--- config.mk ---
export PLATFORM = sky130hd
export DESIGN_NAME = fps_top
export DESIGN_NICKNAME = d
export VERILOG_FILES = /design/src/fps_pkg.sv /design/src/fps_sync.sv /design/src/fps_top.sv
export VERILOG_INCLUDE_DIRS = /design/src
export SDC_FILE = /design/constraint.sdc
export NUM_CORES = 1
export LEC_CHECK = 0
export ABC_CLOCK_PERIOD_IN_PS = 3060
export BUFFER_PORTS_ARGS = -buffer_cell sky130_fd_sc_hd__buf_2
export CELL_PAD_IN_SITES_DETAIL_PLACEMENT = 1
export CELL_PAD_IN_SITES_GLOBAL_PLACEMENT = 1
export CORE_UTILIZATION = 43
export DETAILED_ROUTE_END_ITERATION = 16
export GPL_ROUTABILITY_DRIVEN = 0
export PLACE_DENSITY_LB_ADDON = 0.2
export REMOVE_ABC_BUFFERS = 1
export SLEW_MARGIN = 25
export SYNTH_ARGS = -nofsm -noshare
export SYNTH_HDL_FRONTEND = slang
export SYNTH_SLANG_ARGS = --single-unit
--- constraint.sdc ---
create_clock -name mclk -period 3.06 [get_ports mclk]
set_input_delay 0.153 -clock mclk [delete_from_list [all_inputs] [get_ports mclk]]
set_output_delay 0.153 -clock mclk [all_outputs]
set_load 0.01 [all_outputs]
--- src/fps_defines.svh ---
/*
 * constants of the flash program/erase sequencer: register offsets, key
 * values, result codes, array geometry and operation times.
 * assumes a 20 MHz mclk and byte addresses on a 32-bit APB.
 */
`ifndef FPS_DEFINES_SVH
`define FPS_DEFINES_SVH

// register byte offsets
`define FPS_OFF_KEY 8'h00
`define FPS_OFF_PSEL 8'h04
`define FPS_OFF_ESEL 8'h08
`define FPS_OFF_DLTGT 8'h0C
`define FPS_OFF_CODE 8'h10
`define FPS_OFF_DLRES 8'h14
`define FPS_OFF_ARRSEL 8'h18
`define FPS_OFF_ARG0 8'h1C
`define FPS_OFF_ARG1 8'h20
`define FPS_OFF_CALL 8'h24
`define FPS_OFF_RESULT 8'h28
`define FPS_OFF_STATUS 8'h2C

// key and array select values
`define FPS_KEY_DL 8'hA5
`define FPS_KEY_PE 8'h5A
`define FPS_ARR_BOOT 8'hAA
`define FPS_ARR_USER 8'h00

// routine entry offsets from the download base
`define FPS_ENTRY_OFS 16'h0010
`define FPS_INIT_OFS 16'h0020

// call codes
`define FPS_CALL_INIT 2'h1
`define FPS_CALL_PROG 2'h2
`define FPS_CALL_ERASE 2'h3

// download result bits
`define FPS_DL_OK 8'h00
`define FPS_DL_SS 8'h04
`define FPS_DL_FK 8'h02

// call result codes
`define FPS_RES_OK 8'h00
`define FPS_RES_KEY 8'h02
`define FPS_RES_ADDR 8'h04
`define FPS_RES_SRC 8'h08
`define FPS_RES_WRERR 8'h10
`define FPS_RES_FREQ 8'h20
`define FPS_RES_NODL 8'h40
`define FPS_RES_MAT 8'h80
`define FPS_RES_BUSY 8'hFF

// operating frequency range, MHz times 100
`define FPS_FREQ_MIN 32'h0000_07D0
`define FPS_FREQ_MAX 32'h0000_09C4

// user array geometry: 32 units of 128 bytes, 8 blocks of 4 units
`define FPS_NUM_UNITS 32
`define FPS_NUM_BLOCKS 8
`define FPS_ARRAY_TOP 32'h0000_1000
`define FPS_UNIT_MASK 32'h0000_007F

// operation times in microseconds and their cycle counts
`define FPS_CLK_MHZ 20
`define FPS_CHECK_US 50
`define FPS_DL_US 5
`define FPS_PROG_US 10
`define FPS_ERASE_US 100
`define FPS_SWITCH_US 1
// edges before the synchronised mode pin is valid after reset
`define FPS_SYNC_CYC 12'h003
`define FPS_CYC(us) 12'((us) * `FPS_CLK_MHZ)

`endif

--- src/fps_pkg.sv ---
/*
 * types of the flash program/erase sequencer.
 * assumes fps_defines.svh for all numeric constants.
 */
package fps_pkg;
    // sequencer phase
    typedef enum logic [2:0] {
        PH_CHECK,
        PH_IDLE,
        PH_DOWNLOAD,
        PH_SWITCH,
        PH_OPER
    } fps_phase_t;
endpackage : fps_pkg

--- src/fps_sync.sv ---
/*
 * two flip-flop synchroniser for asynchronous level inputs.
 * assumes inputs are slow levels such as mode pins.
 */
`timescale 1ns/1ps
module fps_sync #(
    parameter int WIDTH = 2
) (
    input wire logic mclk, // system clock
    input wire logic sys_rst, // synchronous reset, high
    input wire logic [WIDTH-1:0] asyncIn, // raw levels
    output logic [WIDTH-1:0] syncOut // synchronised levels
);
    // one pair of stages per bit
    for (genvar i = 0; i < WIDTH; i++) begin : g_bit
        logic stage1Reg;
        always_ff @(posedge mclk) begin
            if (sys_rst) begin
                stage1Reg <= 1'b0;
                syncOut[i] <= 1'b0;
            end else begin
                stage1Reg <= asyncIn[i];
                syncOut[i] <= stage1Reg;
            end
        end
    end
endmodule : fps_sync

--- src/fps_top.sv ---
/*
 * flash program/erase sequencer: key and select registers, routine
 * download, init/program/erase calls, user/boot array switching and
 * the reset check of user boot mode, all reached over APB.
 * assumes a 20 MHz mclk, a synchronous reset and an APB master that
 * holds each request until pready.
 */
// The register offsets and register access over APB are this design's own decisions.
// Functional notes
// program routine entry sits at download base plus 16 bytes
// calls change no argument register, only the low return byte
// call outcome is delivered in the low return byte register
// caller reserves up to 128 bytes of RAM stack first
// caller programs long data in 128-byte steps, advancing pointers
// reprogramming a programmed unit returns an error; caller must avoid it
// reset after program or erase is held low at least 100 us
// each erase call erases exactly one block
// caller sets the erase routine select bit to pick erase
// several routines selected: no download, selection error reported
// invalid block number: nothing erased, error returned
// erase routine entry sits at download base plus 16 bytes
// erasing an already erased block succeeds
// caller initialises each downloaded area at its base plus 32
// user boot mode may only program or erase the user array
// user boot reset runs a check with all interrupts held
// after the check the array select register reads AA
// no array access or interrupt during an array switch
// boot array visible in user boot mode except when swapped
// caller sets download request from RAM, not from the erased array
// caller clears the key and protects after finishing
// download request only accepted while key holds A5
// caller loads key 5A before program or erase calls
// download result 00 is success, else error bits
// caller aligns program destination to 128 bytes
// array fetches blocked while program or erase runs
`timescale 1ns/1ps
`include "fps_defines.svh"
module fps_top (
    input wire logic mclk, // system clock, 20 MHz
    input wire logic sys_rst, // synchronous reset, high
    input wire logic [7:0] paddr, // apb byte address
    input wire logic psel, // apb select
    input wire logic penable, // apb access phase
    input wire logic pwrite, // apb write
    input wire logic [31:0] pwdata, // apb write data
    output logic [31:0] prdata, // apb read data
    output logic pready, // apb ready
    output logic pslverr, // apb error, unmapped address
    input wire logic userBootPin, // mode pin, user boot mode
    input wire logic ramExec, // cpu is fetching from on-chip ram
    output logic irqHold, // interrupts and nmi held off
    output logic arrayBlock, // array fetches and reads refused
    output logic bootArrayVisible, // boot array mapped in flash space
    output logic [15:0] entryAddr, // program or erase entry address
    output logic [15:0] initEntryAddr, // initialisation entry address
    output fps_pkg::fps_phase_t phase // sequencer phase
);
    import fps_pkg::*;

    logic [0:0] pinSync;
    logic userBoot;
    logic [7:0] keyReg;
    logic progSelReg;
    logic eraseSelReg;
    logic [15:0] dlTargetReg;
    logic [7:0] dlResultReg;
    logic [7:0] arraySelReg;
    logic [7:0] arraySelNext;
    logic [31:0] arg0Reg;
    logic [31:0] arg1Reg;
    logic [7:0] resultReg;
    logic progLoadedReg;
    logic eraseLoadedReg;
    logic [1:0] opReg;
    logic [11:0] cntReg;
    logic [`FPS_NUM_UNITS-1:0] programmedReg;
    logic wrEn;
    logic [7:0] callErr;
    logic [4:0] unitIdx;
    logic [2:0] blockIdx;
    logic opDone;
    logic pready_next;

    // mode pin into the clock domain
    fps_sync #(.WIDTH(1)) u_sync (
        .mclk(mclk),
        .sys_rst(sys_rst),
        .asyncIn(userBootPin),
        .syncOut(pinSync)
    );
    assign userBoot = pinSync[0];

    // address compare, used by every register write
    function automatic logic isReg(input logic [7:0] a, input logic [7:0] off);
        isReg = (a == off);
    endfunction : isReg

    // known word addresses
    function automatic logic isMapped(input logic [7:0] a);
        isMapped = (a[1:0] == 2'b00) && (a <= `FPS_OFF_STATUS);
    endfunction : isMapped

    // apb: one wait state, write lands on the ready edge
    assign pready_next = psel & penable & ~pready;
    assign wrEn = psel & penable & pwrite & pready;
    always_ff @(posedge mclk) begin
        if (sys_rst) begin
            pready <= 1'b0;
            pslverr <= 1'b0;
        end else begin
            pready <= pready_next;
            pslverr <= pready_next & ~isMapped(paddr);
        end
    end

    // read data captured with ready
    always_ff @(posedge mclk) begin
        if (sys_rst) begin
            prdata <= 32'h0000_0000;
        end else if (pready_next & ~pwrite) begin
            case (paddr)
                `FPS_OFF_KEY: prdata <= {24'h00_0000, keyReg};
                `FPS_OFF_PSEL: prdata <= {31'h0000_0000, progSelReg};
                `FPS_OFF_ESEL: prdata <= {31'h0000_0000, eraseSelReg};
                `FPS_OFF_DLTGT: prdata <= {16'h0000, dlTargetReg};
                `FPS_OFF_CODE: prdata <= {31'h0000_0000, phase == PH_DOWNLOAD};
                `FPS_OFF_DLRES: prdata <= {24'h00_0000, dlResultReg};
                `FPS_OFF_ARRSEL: prdata <= {24'h00_0000, arraySelReg};
                `FPS_OFF_ARG0: prdata <= arg0Reg;
                `FPS_OFF_ARG1: prdata <= arg1Reg;
                `FPS_OFF_CALL: prdata <= {30'h0000_0000, opReg};
                `FPS_OFF_RESULT: prdata <= {24'h00_0000, resultReg};
                `FPS_OFF_STATUS: prdata <= {27'h000_0000, userBoot,
                    arraySelReg == `FPS_ARR_BOOT, phase == PH_SWITCH,
                    phase == PH_CHECK, phase != PH_IDLE};
                default: prdata <= 32'h0000_0000;
            endcase
        end else begin
            prdata <= 32'h0000_0000;
        end
    end

    // key, selects, target and argument registers
    always_ff @(posedge mclk) begin
        if (sys_rst) begin
            keyReg <= 8'h00;
            progSelReg <= 1'b0;
            eraseSelReg <= 1'b0;
            dlTargetReg <= 16'h0000;
            arg0Reg <= 32'h0000_0000;
            arg1Reg <= 32'h0000_0000;
        end else if (wrEn) begin
            if (isReg(paddr, `FPS_OFF_KEY)) begin
                keyReg <= pwdata[7:0];
            end
            if (isReg(paddr, `FPS_OFF_PSEL)) begin
                progSelReg <= pwdata[0];
            end
            // erase routine select
            if (isReg(paddr, `FPS_OFF_ESEL)) begin
                eraseSelReg <= pwdata[0];
            end
            if (isReg(paddr, `FPS_OFF_DLTGT) && phase == PH_IDLE) begin
                dlTargetReg <= pwdata[15:0];
            end
            if (isReg(paddr, `FPS_OFF_ARG0)) begin
                arg0Reg <= pwdata;
            end
            if (isReg(paddr, `FPS_OFF_ARG1)) begin
                arg1Reg <= pwdata;
            end
        end
    end

    // entry points from download base
    always_ff @(posedge mclk) begin
        if (sys_rst) begin
            entryAddr <= `FPS_ENTRY_OFS;
            initEntryAddr <= `FPS_INIT_OFS;
        end else begin
            entryAddr <= dlTargetReg + `FPS_ENTRY_OFS;
            initEntryAddr <= dlTargetReg + `FPS_INIT_OFS;
        end
    end

    // unit and block decoded from the call arguments
    assign unitIdx = arg1Reg[11:7];
    assign blockIdx = arg0Reg[2:0];

    // call checks before any flash activity
    always_comb begin
        callErr = `FPS_RES_OK;
        case (pwdata[1:0])
            `FPS_CALL_INIT: begin
                if (!progLoadedReg && !eraseLoadedReg) begin
                    callErr = `FPS_RES_NODL;
                end else if (arg0Reg < `FPS_FREQ_MIN || arg0Reg > `FPS_FREQ_MAX) begin
                    callErr = `FPS_RES_FREQ;
                end
            end
            `FPS_CALL_PROG: begin
                if (!progLoadedReg) begin
                    callErr = `FPS_RES_NODL;
                end else if (keyReg != `FPS_KEY_PE) begin
                    callErr = `FPS_RES_KEY;
                // boot array locked here
                end else if (arraySelReg == `FPS_ARR_BOOT) begin
                    callErr = `FPS_RES_MAT;
                end else if (arg1Reg >= `FPS_ARRAY_TOP || (arg1Reg & `FPS_UNIT_MASK) != 32'h0000_0000) begin
                    callErr = `FPS_RES_ADDR;
                end else if (arg0Reg < `FPS_ARRAY_TOP) begin
                    callErr = `FPS_RES_SRC;
                // programmed unit refused
                end else if (programmedReg[unitIdx]) begin
                    callErr = `FPS_RES_WRERR;
                end
            end
            `FPS_CALL_ERASE: begin
                if (!eraseLoadedReg) begin
                    callErr = `FPS_RES_NODL;
                end else if (keyReg != `FPS_KEY_PE) begin
                    callErr = `FPS_RES_KEY;
                end else if (arraySelReg == `FPS_ARR_BOOT) begin
                    callErr = `FPS_RES_MAT;
                // invalid block refused
                end else if (arg0Reg >= `FPS_NUM_BLOCKS) begin
                    callErr = `FPS_RES_ADDR;
                end
            end
            default: callErr = `FPS_RES_NODL;
        endcase
    end

    assign opDone = (cntReg == 12'h000);

    // sequencer phase and timer
    always_ff @(posedge mclk) begin
        if (sys_rst) begin
            phase <= PH_CHECK;
            cntReg <= `FPS_CYC(`FPS_CHECK_US);
            opReg <= 2'h0;
        end else begin
            case (phase)
                // reset check holds interrupts
                PH_CHECK: begin
                    cntReg <= cntReg - 12'h001;
                    // the synchroniser reads low for its first edges, so wait before trusting it
                    if (opDone || (!userBoot && cntReg <= `FPS_CYC(`FPS_CHECK_US) - `FPS_SYNC_CYC)) begin
                        phase <= PH_IDLE;
                    end
                end
                PH_IDLE: begin
                    // download needs key A5
                    if (wrEn && isReg(paddr, `FPS_OFF_CODE) && pwdata[0]
                        && keyReg == `FPS_KEY_DL && ramExec) begin
                        phase <= PH_DOWNLOAD;
                        cntReg <= `FPS_CYC(`FPS_DL_US);
                    end else if (wrEn && isReg(paddr, `FPS_OFF_ARRSEL) && userBoot) begin
                        phase <= PH_SWITCH;
                        cntReg <= `FPS_CYC(`FPS_SWITCH_US);
                    end else if (wrEn && isReg(paddr, `FPS_OFF_CALL) && callErr == `FPS_RES_OK) begin
                        phase <= PH_OPER;
                        opReg <= pwdata[1:0];
                        cntReg <= (pwdata[1:0] == `FPS_CALL_ERASE) ? `FPS_CYC(`FPS_ERASE_US) :
                            `FPS_CYC(`FPS_PROG_US);
                    end
                end
                PH_DOWNLOAD, PH_SWITCH, PH_OPER: begin
                    cntReg <= cntReg - 12'h001;
                    if (opDone) begin
                        phase <= PH_IDLE;
                    end
                end
                default: phase <= PH_IDLE;
            endcase
        end
    end

    // download outcome and loaded routine
    always_ff @(posedge mclk) begin
        if (sys_rst) begin
            dlResultReg <= `FPS_DL_OK;
            progLoadedReg <= 1'b0;
            eraseLoadedReg <= 1'b0;
        end else if (phase == PH_DOWNLOAD && opDone) begin
            // single routine only
            if (progSelReg == eraseSelReg) begin
                dlResultReg <= `FPS_DL_SS;
            // zero means success
            end else begin
                dlResultReg <= `FPS_DL_OK;
                progLoadedReg <= progLoadedReg | progSelReg;
                eraseLoadedReg <= eraseLoadedReg | eraseSelReg;
            end
        end
    end

    // only the return byte changes
    always_ff @(posedge mclk) begin
        if (sys_rst) begin
            resultReg <= `FPS_RES_OK;
        end else if (phase == PH_IDLE && wrEn && isReg(paddr, `FPS_OFF_CALL)) begin
            resultReg <= (callErr == `FPS_RES_OK) ? `FPS_RES_BUSY : callErr;
        end else if (phase == PH_OPER && opDone) begin
            resultReg <= `FPS_RES_OK;
        end
    end

    // array select value taken by a switch
    always_comb begin
        arraySelNext = (pwdata[7:0] == `FPS_ARR_BOOT) ? `FPS_ARR_BOOT : `FPS_ARR_USER;
    end

    // boot array after user boot check
    always_ff @(posedge mclk) begin
        if (sys_rst) begin
            arraySelReg <= `FPS_ARR_USER;
        end else if (phase == PH_CHECK) begin
            arraySelReg <= userBoot ? `FPS_ARR_BOOT : `FPS_ARR_USER;
        end else if (phase == PH_IDLE && wrEn && isReg(paddr, `FPS_OFF_ARRSEL) && userBoot) begin
            arraySelReg <= arraySelNext;
        end
    end

    // per-unit programmed state
    for (genvar u = 0; u < `FPS_NUM_UNITS; u++) begin : g_unit
        always_ff @(posedge mclk) begin
            if (sys_rst) begin
                programmedReg[u] <= 1'b0;
            end else if (phase == PH_OPER && opDone) begin
                if (opReg == `FPS_CALL_PROG && unitIdx == 5'(u)) begin
                    programmedReg[u] <= 1'b1;
                // one block, erased or not
                end else if (opReg == `FPS_CALL_ERASE && blockIdx == 3'(u / 4)) begin
                    programmedReg[u] <= 1'b0;
                end
            end
        end
    end

    // array and interrupt guards
    always_ff @(posedge mclk) begin
        if (sys_rst) begin
            irqHold <= 1'b1;
            arrayBlock <= 1'b1;
            bootArrayVisible <= 1'b0;
        end else begin
            irqHold <= (phase == PH_CHECK) || (phase == PH_DOWNLOAD) || (phase == PH_SWITCH);
            arrayBlock <= (phase == PH_OPER) || (phase == PH_SWITCH) || (phase == PH_CHECK);
            bootArrayVisible <= (arraySelReg == `FPS_ARR_BOOT);
        end
    end
endmodule : fps_top

== Yosys cells after proc, flatten, opt, wreduce, memory -nomap -nowiden ==
Cells that the tools add are included.

* Bits in registers: 236
* Output and inout bits: 72
* Logic and storage cells: 380
* Input port bits: 47

* $lt $le $gt $ge: 8
* Mux-type cells: 75
* Add/subtract/negate cells: 3
* Bitwise gates (word level): 15
* Equal/unequal tests: 67
* Reduce and logical (&&, ||, !) cells: 156

{| class="wikitable"
|+ Operators by type and width
! cell !! count
|-
| $pmux W32 S12 || 1
|-
| $mux W8 || 13
|-
| $eq A5 B5 Y1 const B || 16
|-
| $reduce_and A2 Y1 || 40
|-
| $reduce_bool A2 Y1 || 35
|-
| $logic_and A1 B1 Y1 || 58
|-
| $mux W1 || 41
|-
| $eq A5 B4 Y1 const B || 8
|-
| $mux W12 || 3
|-
| $eq A8 B5 Y1 const B || 4
|-
| $eq A8 B6 Y1 const B || 4
|-
| $ge A32 B13 Y1 const B || 1
|-
| $ge A32 B4 Y1 const B || 1
|-
| $gt A32 B12 Y1 const B || 1
|-
| $lt A32 B11 Y1 const B || 1
|-
| $lt A32 B13 Y1 const B || 1
|-
| $reduce_bool A32 Y1 || 1
|-
| $eq A8 B8 Y1 const B || 3
|-
| $pmux W12 S2 || 1
|-
| $pmux W8 S3 || 1
|-
| $mux W3 || 7
|-
| $eq A5 B3 Y1 const B || 4
|-
| $add A16 B5 Y16 const B || 1
|-
| $add A16 B6 Y16 const B || 1
|-
| other kinds (39) || 77
|}

== Depth between registers and ports, before layout ==
* Depth in word-level cells: 15
* Depth in mapped cells: 11
* Mapped depth without buffers: 10

== Hierarchy ==
Synthesis repeated with hierarchy kept, for this count alone.

* Cell total of the unflattened synthesis: 1108
* Area, all modules: 9260.1 µm²

{| class="wikitable"
|+ Modules (own cells, without submodules)
! module !! cells an instance !! area an instance (µm²) !! instances !! seq. area each (µm²)
|-
| fps_top || 1104 || 9207.6 || 1 || 4324.1
|-
| fps_sync || 4 || 52.6 || 1 || 40.0
|}

== Worst setup path before layout ==
Ideal clock, no wire load.

* Path type: register to register
* Start: register keyReg[7]
* End: register cntReg[3]
* Clock period less this slack: 2.539 ns
* Slack: 0.521 ns
* Data required time: 2.938 ns
* Path buffers: 1
* Arrival time: 2.417 ns
* Cell stages (with the launch flop): 10
* Library setup time: 0.122 ns
* Path through: dfxtp_1 -> or4b_4 -> or4_4 -> nor3_4 -> o21ai_2 -> o21ai_4 -> a211o_1 -> buf_6 -> nand3_2 -> a221o_1

* Longest elaborated chain between the ends: 8
* Elaborated cells on any way between the ends: 15
* Classes of those cells: eq/ne (3); mux (7); reduce/logical (5)

{| class="wikitable"
|+ RTL lines
! element !! line !! RTL
|-
| from (decl) || fps_top.sv:62 || <nowiki>logic [7:0] keyReg;</nowiki>
|-
| from (signal assigned) || fps_top.sv:154 || <nowiki>keyReg <= pwdata[7:0];</nowiki>
|-
| $ne A8 B7 Y1 (no source line) || - ||
|-
| $mux W8, on equally long branches || fps_top.sv:221, fps_top.sv:204 ||
|-
| $mux W8, on equally long branches || fps_top.sv:219, fps_top.sv:202 ||
|-
| $pmux W8 S3 || fps_top.sv:193 || <nowiki>case (pwdata[1:0])</nowiki>
|-
| $logic_not A8 Y1 (no source line) || - ||
|-
| $logic_and A1 B1 Y1 (no source line) || - ||
|-
| $ne A4 B4 Y1 (no source line) || - ||
|-
| $reduce_and A2 Y1 (no source line) || - ||
|-
| to (signal assigned) || fps_top.sv:240 || <nowiki>cntReg <= `FPS_CYC(`FPS_CHECK_US);</nowiki>
|-
| to (signal assigned) || fps_top.sv:246 || <nowiki>cntReg <= cntReg - 12'h001;</nowiki>
|-
| to (signal assigned) || fps_top.sv:257 || <nowiki>cntReg <= `FPS_CYC(`FPS_DL_US);</nowiki>
|-
| to (decl) || fps_top.sv:75 || <nowiki>logic [11:0] cntReg;</nowiki>
|}

Several ways; a longest one is shown, not always the timed one.
A chain may end at the register's enable or synchronous reset.

== Final worst setup path ==
* Start: register arg0Reg[12]
* End: register cntReg[3]

* Longest elaborated chain between the ends: 11
* Elaborated cells on any way between the ends: 21
* Classes of those cells: order compare (4); eq/ne (1); mux (12); reduce/logical (4)

{| class="wikitable"
|+ RTL lines
! element !! line !! RTL
|-
| from (decl) || fps_top.sv:69 || <nowiki>logic [31:0] arg0Reg;</nowiki>
|-
| from (signal assigned) || fps_top.sv:167 || <nowiki>arg0Reg <= pwdata;</nowiki>
|-
| $lt A32 B13 Y1 (no source line) || - ||
|-
| $mux W5 || fps_top.sv:211 || <nowiki>end else if (arg0Reg < `FPS_ARRAY_TOP) begin</nowiki>
|-
| $mux W5 || fps_top.sv:209 || <nowiki>end else if (arg1Reg >= `FPS_ARRAY_TOP || (arg1Reg & `FPS_UNIT_MASK) != 32'h0000_0000) begin</nowiki>
|-
| $mux W8 || fps_top.sv:207 || <nowiki>end else if (arraySelReg == `FPS_ARR_BOOT) begin</nowiki>
|-
| $mux W8 || fps_top.sv:204 || <nowiki>end else if (keyReg != `FPS_KEY_PE) begin</nowiki>
|-
| $mux W8 || fps_top.sv:202 || <nowiki>if (!progLoadedReg) begin</nowiki>
|-
| $pmux W8 S3 (*) || fps_top.sv:193 ||
|-
| $logic_not A8 Y1 (no source line) (*) || - ||
|-
| $logic_and A1 B1 Y1 (no source line) (*) || - ||
|-
| $ne A4 B4 Y1 (no source line) (*) || - ||
|-
| $reduce_and A2 Y1 (no source line) (*) || - ||
|}

Every way passes the cells marked *; elsewhere a longest branch is shown, timed or not.

==> results.cfg <==
[sta]
min_period_ns = 2.93
slew_viol_final = 0
fmax_mhz = 341
max_slew_margin = 0.403
period_share = 0.958
tightestPinTransition_ns = 0.892
tns_ns = 0
rsz0062_at_grt = no
worst_clock_skew_ns = 0.0112
final_hold_viol_count = 0
final-setup-viol-count = 0

[logic_synthesis]
synthCells = 1129
synth-edff-count = 0
syn_avg_cell_area_um2 = 8.20
ys_types = 66
synth-seq-cells = 218
ys_seq_area_frac = 0.471
syn_area_um2 = 9260
synth_warnings = 0
ys.flop_type = dfxtp_1
synthArstFlopShare = 0

[layout]
layout_common_cells = nand2_1, dfxtp_1, buf_2, a21oi_1, nor2_1
regArea_um2 = 4360
nets = 1319
layout_commonest_cell = nand2_1
syn2layout_area_growth_pct = 23.7
multi_input_area_um2 = 4560
antennaDiodeCount = 0
fin_util = 0.543
fill_cells = 2526
drive_gt1_frac = 0.169

[detailed_routing]
num_vias = 9089
detail-route-antenna-nets = 0
dr.pass1.iters = 6
wl_per_cell_um = 20.3
drc = 0
drt_iter0_drc = 639
vias_per_cell = 5.82
postRouteWirelength_um = 31700

[cts]
insertion_delay_ns = 0.53
clockBufferDepth = 3
cts_setup_buffers = 0
cts-root-buf = clkbuf_16
cts_buffers = 24
clk_pin_slew_worst_paths_ns = 0.06
cts_sinks = 218
cts_tree = yes
cts-htree-levels = 1

[power_and_ir_drop]
internal-power_mw = 5.24
clockPowerShare = 0.470
p_switching_mw = 1.77
seqPwrFrac = 0.429
swShare = 0.253
p_per_area_nw_per_um2 = 613
vdd_ir_drop_max_mv = 0.352
pwr-share-comb = 0.101
p_leak_nw = 4.15

[run_status]
outcome = finished, final reports clean

[die]
rows = 53
core_area_um2 = 21100
fp.dieArea_um2 = 22100
die_h_um = 149
io_pins = 119
dieWidth_um = 149
initial_core_util = 0.439

[worst_setup_path]
end_kind = flip-flop
worst-path-max-fanout = 9
arrival_ns = 3.34
cp_cell_sequence = or4_4 -> or4_1 -> o21ai_1 -> o211ai_1 -> nor2_2 -> a211o_1 -> nand3_2 -> a221o_1
r2r-end = cntReg[3]
path_buf_inv = 0
reg2reg_from = arg0Reg[12]
startpoint_type = flip-flop
crit_path_max_incr_delay_ns = 0.60
crit_type = flip-flop to flip-flop
cp_data_required_time_ns = 3.47
r2r_cells = 8
slowest_stage = or4_4
critPathTopFamily = simple AND/OR/NAND/NOR gates
ff2ff_setup_slack_ns = 0.13

[run]
maxCapViolations = 0

[place]
dp_hpwl_um = 21000
io_buffer_count = 118

[global_route]
grt_pass1_vias = 8987
met2_usage = 0.491
grt_antenna_before_repair = 2
grt_max_degree = 65
track_usage = 0.285
busiest_layer = met2
grt_pass1_wl_um = 49500
grt_util_met3 = 0.0416
use_met1 = 0.370
grt.overflow.total = 0

[min_path]
whs_endpoint = pready
hold_class = input pin to flip-flop
hold_depth = 4
worstHoldStart = penable
## cell type report
| class | count | share of cell area |
|---|---|---|
| Multi-Input combinational cell | 823 | 0.398 |
| Clock inverter | 10 | 0.0166 |
| Clock buffer | 34 | 0.0627 |
| Inverter | 11 | 0.00361 |
| Sequential cell | 218 | 0.381 |
| Tap cell | 275 | 0.0300 |
| Timing Repair Buffer | 190 | 0.108 |
## cells in the mapped netlist, types with 4 or more instances
master / n / area [µm²]
dfxtp_1: 218 / 4360
a22o_1: 16 / 140
mux2i_1: 22 / 220
and3_1: 7 / 43.8
o21ai_0: 30 / 150
buf_2: 4 / 20.0
o31ai_1: 4 / 30.0
a221oi_1: 6 / 52.6
buf_1: 4 / 15.0
nor4_1: 18 / 113
a21oi_1: 115 / 576
ha_1: 4 / 50.1
nor2_1: 107 / 402
nand4b_1: 4 / 35.0
nand3b_1: 8 / 60.1
nand3_1: 36 / 180
nor3_1: 21 / 105
xor2_1: 13 / 114
clkbuf_1: 60 / 225
inv_1: 11 / 41.3
nand2b_1: 7 / 43.8
a222oi_1: 14 / 140
a22oi_1: 30 / 225
nand4_1: 9 / 56.3
xnor2_1: 7 / 61.3
a31oi_1: 22 / 138
a211oi_1: 5 / 37.5
nand2_1: 234 / 878
o211ai_1: 5 / 37.5
or3_1: 10 / 62.6
buf_4: 8 / 60.1
nor2b_1: 18 / 113
## flip-flops by register name, summed over array words and instances, names as in the netlist, 2 cells and up
name	cells
programmedReg	32
initEntryAddr	12
cntReg	12
opReg	2
entryAddr	16
phase	3
keyReg	8
resultReg	8
arg0Reg	32
dlTargetReg	16
arg1Reg	32
prdata	32
## what timing repair did
item                                   CTS  global route
setup endpoints to repair                0            10
resized for setup                        0             2
endpoints found under the hold margin   84             0
hold buffers                            36             0
## power by group through the flow
stage                     clock network [mW]  registers [mW]  logic (mW)
after global routing                    3.46            3.02       0.780
after detailed placement                   0            3.06       0.660
final                                   3.30            3.01       0.708
after CTS                               3.34            3.00       0.702
after floorplan                            0            3.04       0.378
after global placement                     0            3.06       0.642
## metrics by stage
stage	cells	instance area (µm²)	total power, mW	worst slack (ns)	hold slack (ns)
2_1_floorplan	1052	8930	3.42	0.301	0.220
3_3_place_gp	1481	10200	3.70	0.221	0.368
3_5_place_dp	1481	10200	3.72	0.188	0.370
4_1_cts	1561	11400	7.04	0.138	0.0398
5_1_grt	1561	11500	7.26	0.00168	0.0805
6_report	1561	11500	7.02	0.129	0.0542
## worst max path at each step
stage            endpoint   startpoint  slack (ns)  cells after the start
2_1_floorplan  arg0Reg[0]     paddr[1]        0.30                      6
3_3_place_gp    cntReg[3]  arg0Reg[12]        0.22                      8
3_5_place_dp    cntReg[3]  arg0Reg[12]        0.19                      8
4_1_cts         cntReg[3]  arg0Reg[12]        0.14                      8
5_1_grt         cntReg[3]  arg0Reg[12]       0.002                      8
6_report        cntReg[3]  arg0Reg[12]        0.13                      8
## layer usage
metal | up-vias | routed length [µm]
li1 | 4278 | -
met2 | 306 | 15200
met4 | 4 | 703
met5 | - | 23
met3 | 61 | 1810
met1 | 4440 | 14000
## worst register-to-register path, cell delays in order (launching register included)
cell and delay (ns):
dfxtp_1 0.32, or4_4 0.60, or4_1 0.52, o21ai_1 0.14, o211ai_1 0.20, nor2_2 0.20, a211o_1 0.38, nand3_2 0.10
a221o_1 0.36
## cell families (layout without fill, tap and decap cells)
kind of cell,count (synthesis),after routing,share of synthesized area
and+or+nand+nor,506,506,0.253
adders and majority gates,4,4,0.00541
buffers and inverters,88,245,0.0403
muxes,23,23,0.0250
DFF,218,218,0.471
xor gates and xnor gates,20,20,0.0189
AOI/OAI and AO/OA,270,270,0.186
(Power assumes the default switching activity.)
